File: src/common/preset_seq_pkg.sv
/*
 Package for the preset and sequence command unit: command codes,
 sequencer states, value limits and the structs that carry commands,
 answers and output settings. Assumes a single clock domain.
*/
package preset_seq_pkg;

	localparam int VAL_W = 10;
	localparam int STEP_W = 7;
	localparam int SET_W = 16;
	localparam int PRESET_W = 2;
	localparam int NUM_PRESETS = 3;

	localparam logic [VAL_W-1:0] PRESET_MAX = 10'h003;
	localparam logic [VAL_W-1:0] STEP_MAX = 10'h063;
	localparam logic [VAL_W-1:0] LOOP_MAX = 10'h3e7;
	localparam logic [VAL_W-1:0] STATE_MAX = 10'h002;
	localparam logic [STEP_W-1:0] STEP_LAST = 7'h63;
	localparam logic [STEP_W-1:0] STEP_ONE = 7'h01;
	localparam logic [STEP_W-1:0] STEP_RST = 7'h00;
	localparam logic [VAL_W-1:0] LOOP_ONE = 10'h001;
	localparam logic [VAL_W-1:0] VAL_ZERO = 10'h000;
	localparam logic [PRESET_W-1:0] PRESET_NONE = 2'h0;

	typedef enum logic [2:0] {
		OP_RECALL = 3'b000,
		OP_STORE = 3'b001,
		OP_STATE = 3'b010,
		OP_JUMP = 3'b011,
		OP_FIRST = 3'b100,
		OP_LAST = 3'b101,
		OP_LOOPS = 3'b110,
		OP_UNUSED = 3'b111
	} op_t;

	typedef enum logic [1:0] {
		SEQ_STOP = 2'b00,
		SEQ_PAUSE = 2'b01,
		SEQ_RUN = 2'b10,
		SEQ_BAD = 2'b11
	} seq_state_t;

	typedef struct packed {
		logic valid;
		op_t op;
		logic query;
		logic [VAL_W-1:0] value;
	} cmd_t;

	typedef struct packed {
		logic valid;
		logic error;
		logic [VAL_W-1:0] data0;
		logic [VAL_W-1:0] data1;
	} rsp_t;

	typedef struct packed {
		logic [SET_W-1:0] volt;
		logic [SET_W-1:0] curr;
		logic [SET_W-1:0] power;
	} setting_t;

endpackage

File: src/hw/preset_and_sequence_command_unit.sv
/*
 Preset and sequence command unit: executes decoded remote commands for
 the preset memory and the step sequencer, and answers queries.
 Every command gets one answer a cycle later; a refused command stores
 nothing and answers with the error bit and zero data.
 Assumes commands, present settings and step completion come from logic
 on the same clock, one command per valid cycle. A finished step is only
 counted while the sequence runs; preset storage clears on reset.
*/
`timescale 1ns/1ps
module preset_and_sequence_command_unit (
	input wire logic clk_i,
	input wire logic sys_rst_i,
	input wire preset_seq_pkg::cmd_t cmd_i,
	input wire preset_seq_pkg::setting_t present_i,
	input wire logic step_done_i,
	output preset_seq_pkg::rsp_t rsp_o,
	output preset_seq_pkg::setting_t recall_o,
	output logic recall_load_o,
	output logic [preset_seq_pkg::PRESET_W-1:0] preset_sel_o,
	output preset_seq_pkg::seq_state_t seq_state_o,
	output logic [preset_seq_pkg::STEP_W-1:0] step_o,
	output logic [preset_seq_pkg::VAL_W-1:0] loops_done_o
);

	preset_seq_pkg::setting_t preset_mem [preset_seq_pkg::NUM_PRESETS];
	logic [preset_seq_pkg::STEP_W-1:0] first_reg;
	logic [preset_seq_pkg::STEP_W-1:0] last_reg;
	logic [preset_seq_pkg::VAL_W-1:0] loop_limit_reg;

	wire running = (seq_state_o == preset_seq_pkg::SEQ_RUN);
	wire paused = (seq_state_o == preset_seq_pkg::SEQ_PAUSE);
	wire is_set = cmd_i.valid && !cmd_i.query;
	wire [preset_seq_pkg::VAL_W-1:0] val = cmd_i.value;
	wire [preset_seq_pkg::STEP_W-1:0] val_step = val[preset_seq_pkg::STEP_W-1:0];
	wire [preset_seq_pkg::PRESET_W-1:0] val_preset = val[preset_seq_pkg::PRESET_W-1:0];
	wire step_ok = (val <= preset_seq_pkg::STEP_MAX);

	// Refusal per command kind
	wire err_recall = running || (val > preset_seq_pkg::PRESET_MAX);
	wire err_store = running || cmd_i.query || (val == preset_seq_pkg::VAL_ZERO)
		|| (val > preset_seq_pkg::PRESET_MAX);
	wire err_state = val > preset_seq_pkg::STATE_MAX;
	wire err_jump = running || !paused || !step_ok;
	wire err_loops = val > preset_seq_pkg::LOOP_MAX;

	// Queries are refused only for store and the unused code
	logic cmd_err;
	always_comb begin
		unique case (cmd_i.op)
			preset_seq_pkg::OP_RECALL: cmd_err = err_recall && !cmd_i.query;
			preset_seq_pkg::OP_STORE: cmd_err = err_store;
			preset_seq_pkg::OP_STATE: cmd_err = err_state && !cmd_i.query;
			preset_seq_pkg::OP_JUMP: cmd_err = err_jump && !cmd_i.query;
			preset_seq_pkg::OP_FIRST: cmd_err = !step_ok && !cmd_i.query;
			preset_seq_pkg::OP_LAST: cmd_err = !step_ok && !cmd_i.query;
			preset_seq_pkg::OP_LOOPS: cmd_err = err_loops && !cmd_i.query;
			default: cmd_err = 1'b1;
		endcase
	end

	wire cmd_ok = is_set && !cmd_err;
	wire do_recall = cmd_ok && (cmd_i.op == preset_seq_pkg::OP_RECALL);
	wire do_store = cmd_ok && (cmd_i.op == preset_seq_pkg::OP_STORE);
	wire do_state = cmd_ok && (cmd_i.op == preset_seq_pkg::OP_STATE);
	wire do_jump = cmd_ok && (cmd_i.op == preset_seq_pkg::OP_JUMP);
	wire do_first = cmd_ok && (cmd_i.op == preset_seq_pkg::OP_FIRST);
	wire do_last = cmd_ok && (cmd_i.op == preset_seq_pkg::OP_LAST);
	wire do_loops = cmd_ok && (cmd_i.op == preset_seq_pkg::OP_LOOPS);

	// Query answers, upper bits zero
	logic [preset_seq_pkg::VAL_W-1:0] q0;
	logic [preset_seq_pkg::VAL_W-1:0] q1;
	always_comb begin
		q0 = preset_seq_pkg::VAL_ZERO;
		q1 = preset_seq_pkg::VAL_ZERO;
		unique case (cmd_i.op)
			preset_seq_pkg::OP_RECALL: q0 = {8'h00, preset_sel_o};
			preset_seq_pkg::OP_STATE: q0 = {8'h00, seq_state_o};
			preset_seq_pkg::OP_JUMP: begin
				q0 = {3'h0, step_o};
				q1 = loops_done_o;
			end
			preset_seq_pkg::OP_FIRST: q0 = {3'h0, first_reg};
			preset_seq_pkg::OP_LAST: q0 = {3'h0, last_reg};
			preset_seq_pkg::OP_LOOPS: q0 = loop_limit_reg;
			default: q0 = preset_seq_pkg::VAL_ZERO;
		endcase
	end

	// Sequencer progress on a completed step
	wire at_last = (step_o == last_reg);
	wire [preset_seq_pkg::VAL_W-1:0] loops_inc = loops_done_o + preset_seq_pkg::LOOP_ONE;
	// A limit of zero lets the sequence loop forever
	wire limit_hit = (loop_limit_reg != preset_seq_pkg::VAL_ZERO)
		&& (loops_inc >= loop_limit_reg);
	// Past the highest step the index wraps to zero
	wire [preset_seq_pkg::STEP_W-1:0] step_inc = (step_o == preset_seq_pkg::STEP_LAST)
		? preset_seq_pkg::STEP_RST : step_o + preset_seq_pkg::STEP_ONE;
	wire advance = running && step_done_i && !do_state;
	wire new_state_run = (val[1:0] == preset_seq_pkg::SEQ_RUN);
	wire start_fresh = do_state && new_state_run
		&& (seq_state_o == preset_seq_pkg::SEQ_STOP);

	// A state command wins over a finished step in the same cycle
	preset_seq_pkg::seq_state_t state_next;
	logic [preset_seq_pkg::STEP_W-1:0] step_next;
	logic [preset_seq_pkg::VAL_W-1:0] loops_next;
	always_comb begin
		state_next = seq_state_o;
		step_next = step_o;
		loops_next = loops_done_o;
		if (do_state) begin
			state_next = preset_seq_pkg::seq_state_t'(val[1:0]);
			// Only stop to run reloads the first step; pause to run resumes
			if (start_fresh) begin
				step_next = first_reg;
				loops_next = preset_seq_pkg::VAL_ZERO;
			end
		end else if (do_jump) begin
			step_next = val_step;
		end else if (advance) begin
			if (at_last) begin
				step_next = first_reg;
				loops_next = loops_inc;
				if (limit_hit)
					state_next = preset_seq_pkg::SEQ_STOP;
			end else begin
				step_next = step_inc;
			end
		end
	end

	// Sequencer state, step and completed passes
	always_ff @(posedge clk_i or posedge sys_rst_i) begin
		if (sys_rst_i) begin
			seq_state_o <= preset_seq_pkg::SEQ_STOP;
			step_o <= preset_seq_pkg::STEP_RST;
			loops_done_o <= preset_seq_pkg::VAL_ZERO;
		end else begin
			seq_state_o <= state_next;
			step_o <= step_next;
			loops_done_o <= loops_next;
		end
	end

	always_ff @(posedge clk_i or posedge sys_rst_i) begin
		if (sys_rst_i) begin
			first_reg <= preset_seq_pkg::STEP_RST;
			last_reg <= preset_seq_pkg::STEP_RST;
			loop_limit_reg <= preset_seq_pkg::VAL_ZERO;
		end else begin
			if (do_first)
				first_reg <= val_step;
			if (do_last)
				last_reg <= val_step;
			if (do_loops)
				loop_limit_reg <= val;
		end
	end

	// Preset slots 1..3 live at indices 0..2
	genvar g;
	generate
		for (g = 0; g < preset_seq_pkg::NUM_PRESETS; g++) begin : slot
			localparam logic [preset_seq_pkg::PRESET_W-1:0] SEL = preset_seq_pkg::PRESET_W'(g + 1);
			always_ff @(posedge clk_i or posedge sys_rst_i) begin
				if (sys_rst_i)
					preset_mem[g] <= '0;
				else if (do_store && val_preset == SEL)
					preset_mem[g] <= present_i;
			end
		end
	endgenerate

	// Recall 0 clears the selection and keeps the last loaded settings
	wire recall_load = do_recall && (val_preset != preset_seq_pkg::PRESET_NONE);
	wire [preset_seq_pkg::PRESET_W-1:0] recall_idx = val_preset - 2'h1;

	always_ff @(posedge clk_i or posedge sys_rst_i) begin
		if (sys_rst_i) begin
			preset_sel_o <= preset_seq_pkg::PRESET_NONE;
			recall_o <= '0;
			recall_load_o <= 1'b0;
		end else begin
			recall_load_o <= recall_load;
			if (do_recall)
				preset_sel_o <= val_preset;
			if (recall_load)
				recall_o <= preset_mem[recall_idx];
		end
	end

	// Answer data is zero for settings and refused commands
	wire answer_ok = cmd_i.valid && cmd_i.query && !cmd_err;
	wire rsp_err = cmd_i.valid && cmd_err;

	always_ff @(posedge clk_i or posedge sys_rst_i) begin
		if (sys_rst_i) begin
			rsp_o <= '0;
		end else begin
			rsp_o.valid <= cmd_i.valid;
			rsp_o.error <= rsp_err;
			rsp_o.data0 <= answer_ok ? q0 : preset_seq_pkg::VAL_ZERO;
			rsp_o.data1 <= answer_ok ? q1 : preset_seq_pkg::VAL_ZERO;
		end
	end

endmodule

File: config.mk
export PLATFORM = sky130hd
export DESIGN_NAME = preset_and_sequence_command_unit
export DESIGN_NICKNAME = d
export VERILOG_FILES = /design/src/common/preset_seq_pkg.sv /design/src/hw/preset_and_sequence_command_unit.sv
export SDC_FILE = /design/constraint.sdc
export NUM_CORES = 1
export LEC_CHECK = 0
export ABC_AREA = 0
export BUFFER_PORTS_ARGS = -buffer_cell sky130_fd_sc_hd__buf_2
export CAP_MARGIN = 20
export CORE_MARGIN = 4
export CORE_UTILIZATION = 25
export CTS_CLUSTER_SIZE = 10
export DETAILED_ROUTE_END_ITERATION = 8
export PLACE_DENSITY = 0.41
export RECOVER_POWER = 100
export SLEW_MARGIN = 20
export SYNTH_ARGS = -nofsm -noshare
export SYNTH_HDL_FRONTEND = slang
export SYNTH_SLANG_ARGS = --single-unit
File: constraint.sdc
create_clock -name clk_i -period 8.85 [get_ports clk_i]
set_input_delay 0.4425 -clock clk_i [delete_from_list [all_inputs] [get_ports clk_i]]
set_output_delay 0.4425 -clock clk_i [all_outputs]
set_load 0.01 [all_outputs]
Yosys cells after proc, flatten, opt, wreduce, memory -nomap -nowiden --
Index checks and enable logic that the tools add are counted.
Word-level totals: register bits after elaboration 260, word-level logic and storage cells 123
Operators by class: $lt $le $gt $ge 6, reductions and logical operators 50, equal/unequal tests 15, bitwise gates (word level) 1, add/sub/neg operators 3, multiplexer cells 24
Operator list (number):
- 48-bit binary-select mux with 2-bit select | 1
- 48-bit 2-to-1 mux | 2
- 10-bit 2-to-1 mux | 8
- 10-bit one-hot mux with 6 select lines | 1
- 7-bit 2-to-1 mux | 6
- 1-bit logical AND | 26
- 10-bit by 2-bit > comparator with 1-bit output (second input constant) | 2
- 10-bit by 1-bit adder with 10-bit output (second input constant) | 1
- 10-bit greater-or-equal comparator | 1
- 10-bit > comparator (second input constant) | 1
- 10-bit by 7-bit <= comparator with 1-bit output (second input constant) | 1
- 10-bit logical NOT | 1
- 2-bit 2-to-1 mux | 5
- 10-bit nonzero test | 1
- 3-bit equality test (second input constant) | 3
- 4-bit AND reduction | 2
- 2-bit nonzero test | 4
- 7-bit by 1-bit adder with 7-bit output (second input constant) | 1
- 7-bit equality test | 1
- 7-bit equality test (second input constant) | 1
- 2-bit equality test (second input constant) | 3
- 3-bit by 2-bit equality test with 1-bit output (second input constant) | 2
- 1-bit logical OR | 6
- 1-bit one-hot mux with 6 select lines | 1
- 13 further kinds | 18

Longest topological paths before layout --
depth after elaboration 14, depth in mapped cells 12, gate-level depth less buffers 12

Worst setup path after synthesis --
Ideal clock, no wire load.
path kind input -> register, start input cmd_i[0] (netlist bit), end register recall_o[1] (netlist bit), data required time 8718 ps, setup time 132 ps, stages 10, arrival time 2600 ps, path slack 6118 ps, path through clkinv_1 -> clkbuf_1 -> ha_1 -> clkbuf_1 -> clkbuf_1 -> buf_1 -> mux2i_1 -> nor2_1 -> a21oi_1 -> o21ai_1
Between the ends: longest elaborated chain between the ends 9, elaborated cells between the ends (all ways) 26
RTL lines:
- from (decl) | RTL line preset_and_sequence_command_unit.sv:14 | input wire preset_seq_pkg::cmd_t cmd_i,
- 10-bit by 7-bit <= comparator with 1-bit output | RTL line preset_and_sequence_command_unit.sv:37 | wire step_ok = (val <= preset_seq_pkg::STEP_MAX);
- 1-bit logical NOT | RTL line preset_and_sequence_command_unit.sv:44, preset_and_sequence_command_unit.sv:55, preset_and_sequence_command_unit.sv:56
- 1-bit logical OR | RTL line preset_and_sequence_command_unit.sv:44 | wire err_jump = running || !paused || !step_ok;
- 1-bit logical AND | RTL line preset_and_sequence_command_unit.sv:54 | preset_seq_pkg::OP_JUMP: cmd_err = err_jump && !cmd_i.query;
- 1-bit one-hot mux with 6 select lines | RTL line preset_and_sequence_command_unit.sv:50 | unique case (cmd_i.op)
- 1-bit logical NOT | RTL line preset_and_sequence_command_unit.sv:62 | wire cmd_ok = is_set && !cmd_err;
- 1-bit logical AND | RTL line preset_and_sequence_command_unit.sv:62
- 1-bit logical AND | RTL line preset_and_sequence_command_unit.sv:63 | wire do_recall = cmd_ok && (cmd_i.op == preset_seq_pkg::OP_RECALL);
- 1-bit logical AND | RTL line preset_and_sequence_command_unit.sv:177 | wire recall_load = do_recall && (val_preset != preset_seq_pkg::PRESET_NONE);
- to (signal assigned) | RTL line preset_and_sequence_command_unit.sv:190 | recall_o <= preset_mem[recall_idx];
- to (decl) | RTL line preset_and_sequence_command_unit.sv:18 | output preset_seq_pkg::setting_t recall_o,
Parallel ways exist; a longest one is shown, timed or not. The select of a mux whose other input is x is not followed. A chain may end at the register's enable or synchronous reset.

Worst setup path in the final report --
start input cmd_i[12] (netlist bit), end register preset_mem[43] (netlist bit)
Between the ends: longest elaborated chain between the ends 7, elaborated cells between the ends (all ways) 13
RTL lines:
- 3-bit equality test | RTL line preset_and_sequence_command_unit.sv:50
- 2-bit OR reduction (no line)
- 1-bit one-hot mux with 6 select lines | RTL line preset_and_sequence_command_unit.sv:50
- 1-bit logical NOT | RTL line preset_and_sequence_command_unit.sv:62
- 1-bit logical AND | RTL line preset_and_sequence_command_unit.sv:62
- 1-bit logical AND * | RTL line preset_and_sequence_command_unit.sv:64 | wire do_store = cmd_ok && (cmd_i.op == preset_seq_pkg::OP_STORE);
- 1-bit logical AND * | RTL line preset_and_sequence_command_unit.sv:170 | else if (do_store && val_preset == SEL)
- to (signal, indexed assignment) | RTL line preset_and_sequence_command_unit.sv:171 | preset_mem[g] <= present_i;
- to (decl) | RTL line preset_and_sequence_command_unit.sv:26 | preset_seq_pkg::setting_t preset_mem [preset_seq_pkg::NUM_PRESETS];
Every way passes the cells marked *; elsewhere a longest branch is shown, timed or not.

==> impl_results.md <==
* Core region area at 46800 um2
* Routability cong. at about 0.82
* Crit path DAT at 6.25 ns
* Row cnt at 79
* Largest family of logic cells by synthesized area: multiplexers
* Failing checks: capacitance limit, slew limit
* Max incr delay on CP at 1.64 ns
* Vias per Instance at 4.60
* Worst VDD drop at 0.000106 V
* R2R Path End: preset_mem[43]$_DFFE_PP0P_
* Worst Reg-to-Reg Cells at 8
* DR DRC count at 0
* Synth Area in Compound Gates at 9.63%
* Layout cells sized above 1 at a little under a fifth
* Sw frac at 27.7%
* Synthesis Warnings at 0
* Wire length of the first global-routing pass at 51300 um
* Post-synth EDFFs at 0
* Syn Inst Count at about 1000
* F_max at 171 MHz
* Hold-fix buffers at CTS at 0
* DP HPWL at 21200 um
* Sequential share of the synthesized area at roughly 55%
* Max_cap viols at 4
* Worst-path clk slew at 0.05 ns
* Initial drt markers at 425
* Top Registers: preset_mem (144), recall_o (48), rsp_o (22)
* Clock power frac at 40.3%
* Yosys top cell area share at a little over half
* Crit path launch type: input port
* Largest Register: preset_mem
* Area Overhead vs Synth at 19.1%
* Vias in the first global route at 8607
* Count of different cell masters after synthesis at 57
* CP max-delay cell: clkbuf_1
* CP endpoint kind: flop
* Clock Skew at 0.0138 ns
* Worst-path fanout max at 31
* Overall routing resource usage at roughly 13%
* Post-synth top cells: 260 x dfrtp_1, 102 x mux2_2, 85 x nand2_1, 81 x nor2_1, 71 x a21oi_1
* Sw power at 0.000911 W
* WL/cell at 18.3 um
* Number of clock sinks at 260
* Layout Cells excl Fill at roughly 1800
* Logic pwr share at 14.9%
* Die width at ~230 um
* Post-route ant nets at 0
* FFs w/ async S/R, synth at 100%
* Worst-Margin Slew at 4.49 ns
* Cell area after synthesis at 11900 um2
* I/O pin cnt at 158
* Congestion Overflow GR at 0
* Largest cells by area after synthesis: dfrtp_1 55%, mux2_2 9.7%, mux2_1 5.7%, mux2i_1 4.6%, a21oi_1 3.0%
* Post-Synth Simple-Gate Area at 9.61%
* Main synth FF type: dfrtp_1
* Final Critical Period at 5.85 ns
* Syn_area_per_cell at around 12 um2
* Dpl cells at 1741
* Max H-tree Level at 2
* Reg2Reg Setup Slack at 3.52 ns
* Final setup margin at 3.00 ns
* Hold path depth at 1
* Post-CTS setup buffers at 0
* # resized after CTS at 0
* HP Start: cmd_i[14]
* Mux cell area share after synthesis at 20.0%
* Crit-path cells: clkbuf_1, nand4_1, nor4b_1, nor4_2, a21oi_1, nor3_1, nand2_1, clkbuf_1, mux2_2
* Layout Nets at about 1300
* Slew Viols, Final at 184
* Die height at 226 um
* Most frequent cell after synthesis: dfrtp_1
* Clk buf depth at 3
* Worst reg2reg path startpoint: seq_state_o[0]$_DFFE_PP0P_
* Dpl ws at 4.71 ns
* Starting Density at 25.4%
* CP dominant cell by count: clkbuf_1
* Flops & latches, synth at 260
* CP Data Required Time at between 9 and 10 ns
* Max reg flops at about 140
* Final period util at around 66%
* Status: complete, but fails checks
* Largest net degree at the start of global routing at 165
* Clock root buffer: clkbuf_16
* CTS tree: yes
* Leading area contributor after synthesis: dfrtp_1
* Pint at 0.00237 W
* Synthesized Nets at 1113
* Port bufs at between 150 and 200
* Clock Latency Late Sink at 0.53 ns
* Total negative slack at 0 ns
* DR pass1 iterations at 7
* Worst Hold Endpoint: rsp_o[21]$_DFF_PP0_
* Power per cell area at 232 nW/um2
* RSZ-0062 raised after global routing: false
* Initial antenna violation count at 7
* Worst hold path type: in2reg
* Final setup vio count at 0
* WS Path Type: in2reg
* Synth Area in XOR/XNOR at 1.18%
* Lkg Pwr at between 6 and 7 nW
* Die area at between 50000 and 60000 um2
* Post-Synth Adder-Cell Area at 1.69%
* Vias at 8277
* Relative slew slack at -201%
* Seq pwr share at 44.9%
* WL final at 32900 um
* CTS buffer count at 34
* Final hold vios at 0
[per-stage QoR]
stage | hold slack (ns) | area (um2) | total power (W) | util (%)
2_1_floorplan | 0.464 | 11900 | 0.00181 | -
3_3_place_gp | 0.464 | 13200 | 0.00201 | 28.3
3_5_place_dp | 0.469 | 13200 | 0.00201 | 28.3
4_1_cts | 0.0671 | 14300 | 0.00337 | 30.6
5_1_grt | 0.144 | 14100 | 0.00348 | 30.2
6_report | 0.135 | 14100 | 0.00329 | 30.3
[worst max path at each step]
stage              start                    endpoint  cells after the start  slack (ns)
2_1_floorplan  sys_rst_i    first_reg[0]$_DFFE_PP0P_                      1        1.25
3_3_place_gp   cmd_i[11]  preset_mem[91]$_DFFE_PP0P_                      9        4.72
3_5_place_dp   cmd_i[11]  preset_mem[94]$_DFFE_PP0P_                      9        4.71
4_1_cts        cmd_i[11]  preset_mem[94]$_DFFE_PP0P_                      9        5.27
5_1_grt        cmd_i[12]  preset_mem[46]$_DFFE_PP0P_                      9        2.48
6_report       cmd_i[12]  preset_mem[43]$_DFFE_PP0P_                      9        3.00
[worst max-delay path, delay by kind of cell]
kind            cells  cell delay (ns)
simple gates        5             1.76
compound gates      1             1.12
mux                 1             0.45
buf+inv             2             2.43
[cell families (layout without fill, tap and decap cells)]
| logic type | count (synthesis) | in the layout |
|---|---|---|
| AND/OR/NAND/NOR | 246 | 246 |
| buffers and inverters | 81 | 238 |
| other | 0 | 3 |
| XOR/XNOR | 16 | 16 |
| flip-flops | 260 | 260 |
| adder cells (fa/ha/maj) | 16 | 16 |
| AO/OA/AOI/OAI | 195 | 195 |
| multiplexers | 217 | 217 |
[cell type report]
| type | instances | area, um2 |
|---|---|---|
| Fill cell | 4898 | 32600 |
| Sequential cell | 260 | 6510 |
| Multi-Input combinational cell | 690 | 5000 |
| Clock buffer | 50 | 1010 |
| Tap cell | 607 | 759 |
| Timing Repair Buffer | 166 | 749 |
| Inverter | 19 | 72.6 |
| Clock inverter | 3 | 43.8 |
| Antenna cell | 3 | 7.51 |
[routing by layer]
layer | GRT usage [%] | up-vias | wire length [um]
met5 | 0 | - | 45
met4 | 4.23 | 8 | 815
met3 | 3.46 | 59 | 1880
met2 | 21.0 | 168 | 15700
met1 | 16.6 | 4127 | 14500
li1 | - | 3915 | -
[placed cells by master (no fill, tap or decap), types with 17 or more instances in the layout]
cell type  synthesis  final
buf_2             13     63
mux2_2           102    102
mux2_1            60     60
inv_1             18     17
a21oi_1           71     73
dfrtp_1          260    260
mux2i_1           55     55
o21ai_0           31     68
nand2_1           85     85
clkbuf_1          36    106
clkbuf_16          0     35
nor2_1            81     81
[power groups by stage]
stage | combinational (W) | clock, W | sequential, W
2_1_floorplan | 0.000358 | 0 | 0.00145
3_3_place_gp | 0.000511 | 0 | 0.00149
3_5_place_dp | 0.000513 | 0 | 0.00149
4_1_cts | 0.000515 | 0.00138 | 0.00147
5_1_grt | 0.000555 | 0.00143 | 0.00149
6_report | 0.000488 | 0.00132 | 0.00147
(Power assumes the default switching activity.)
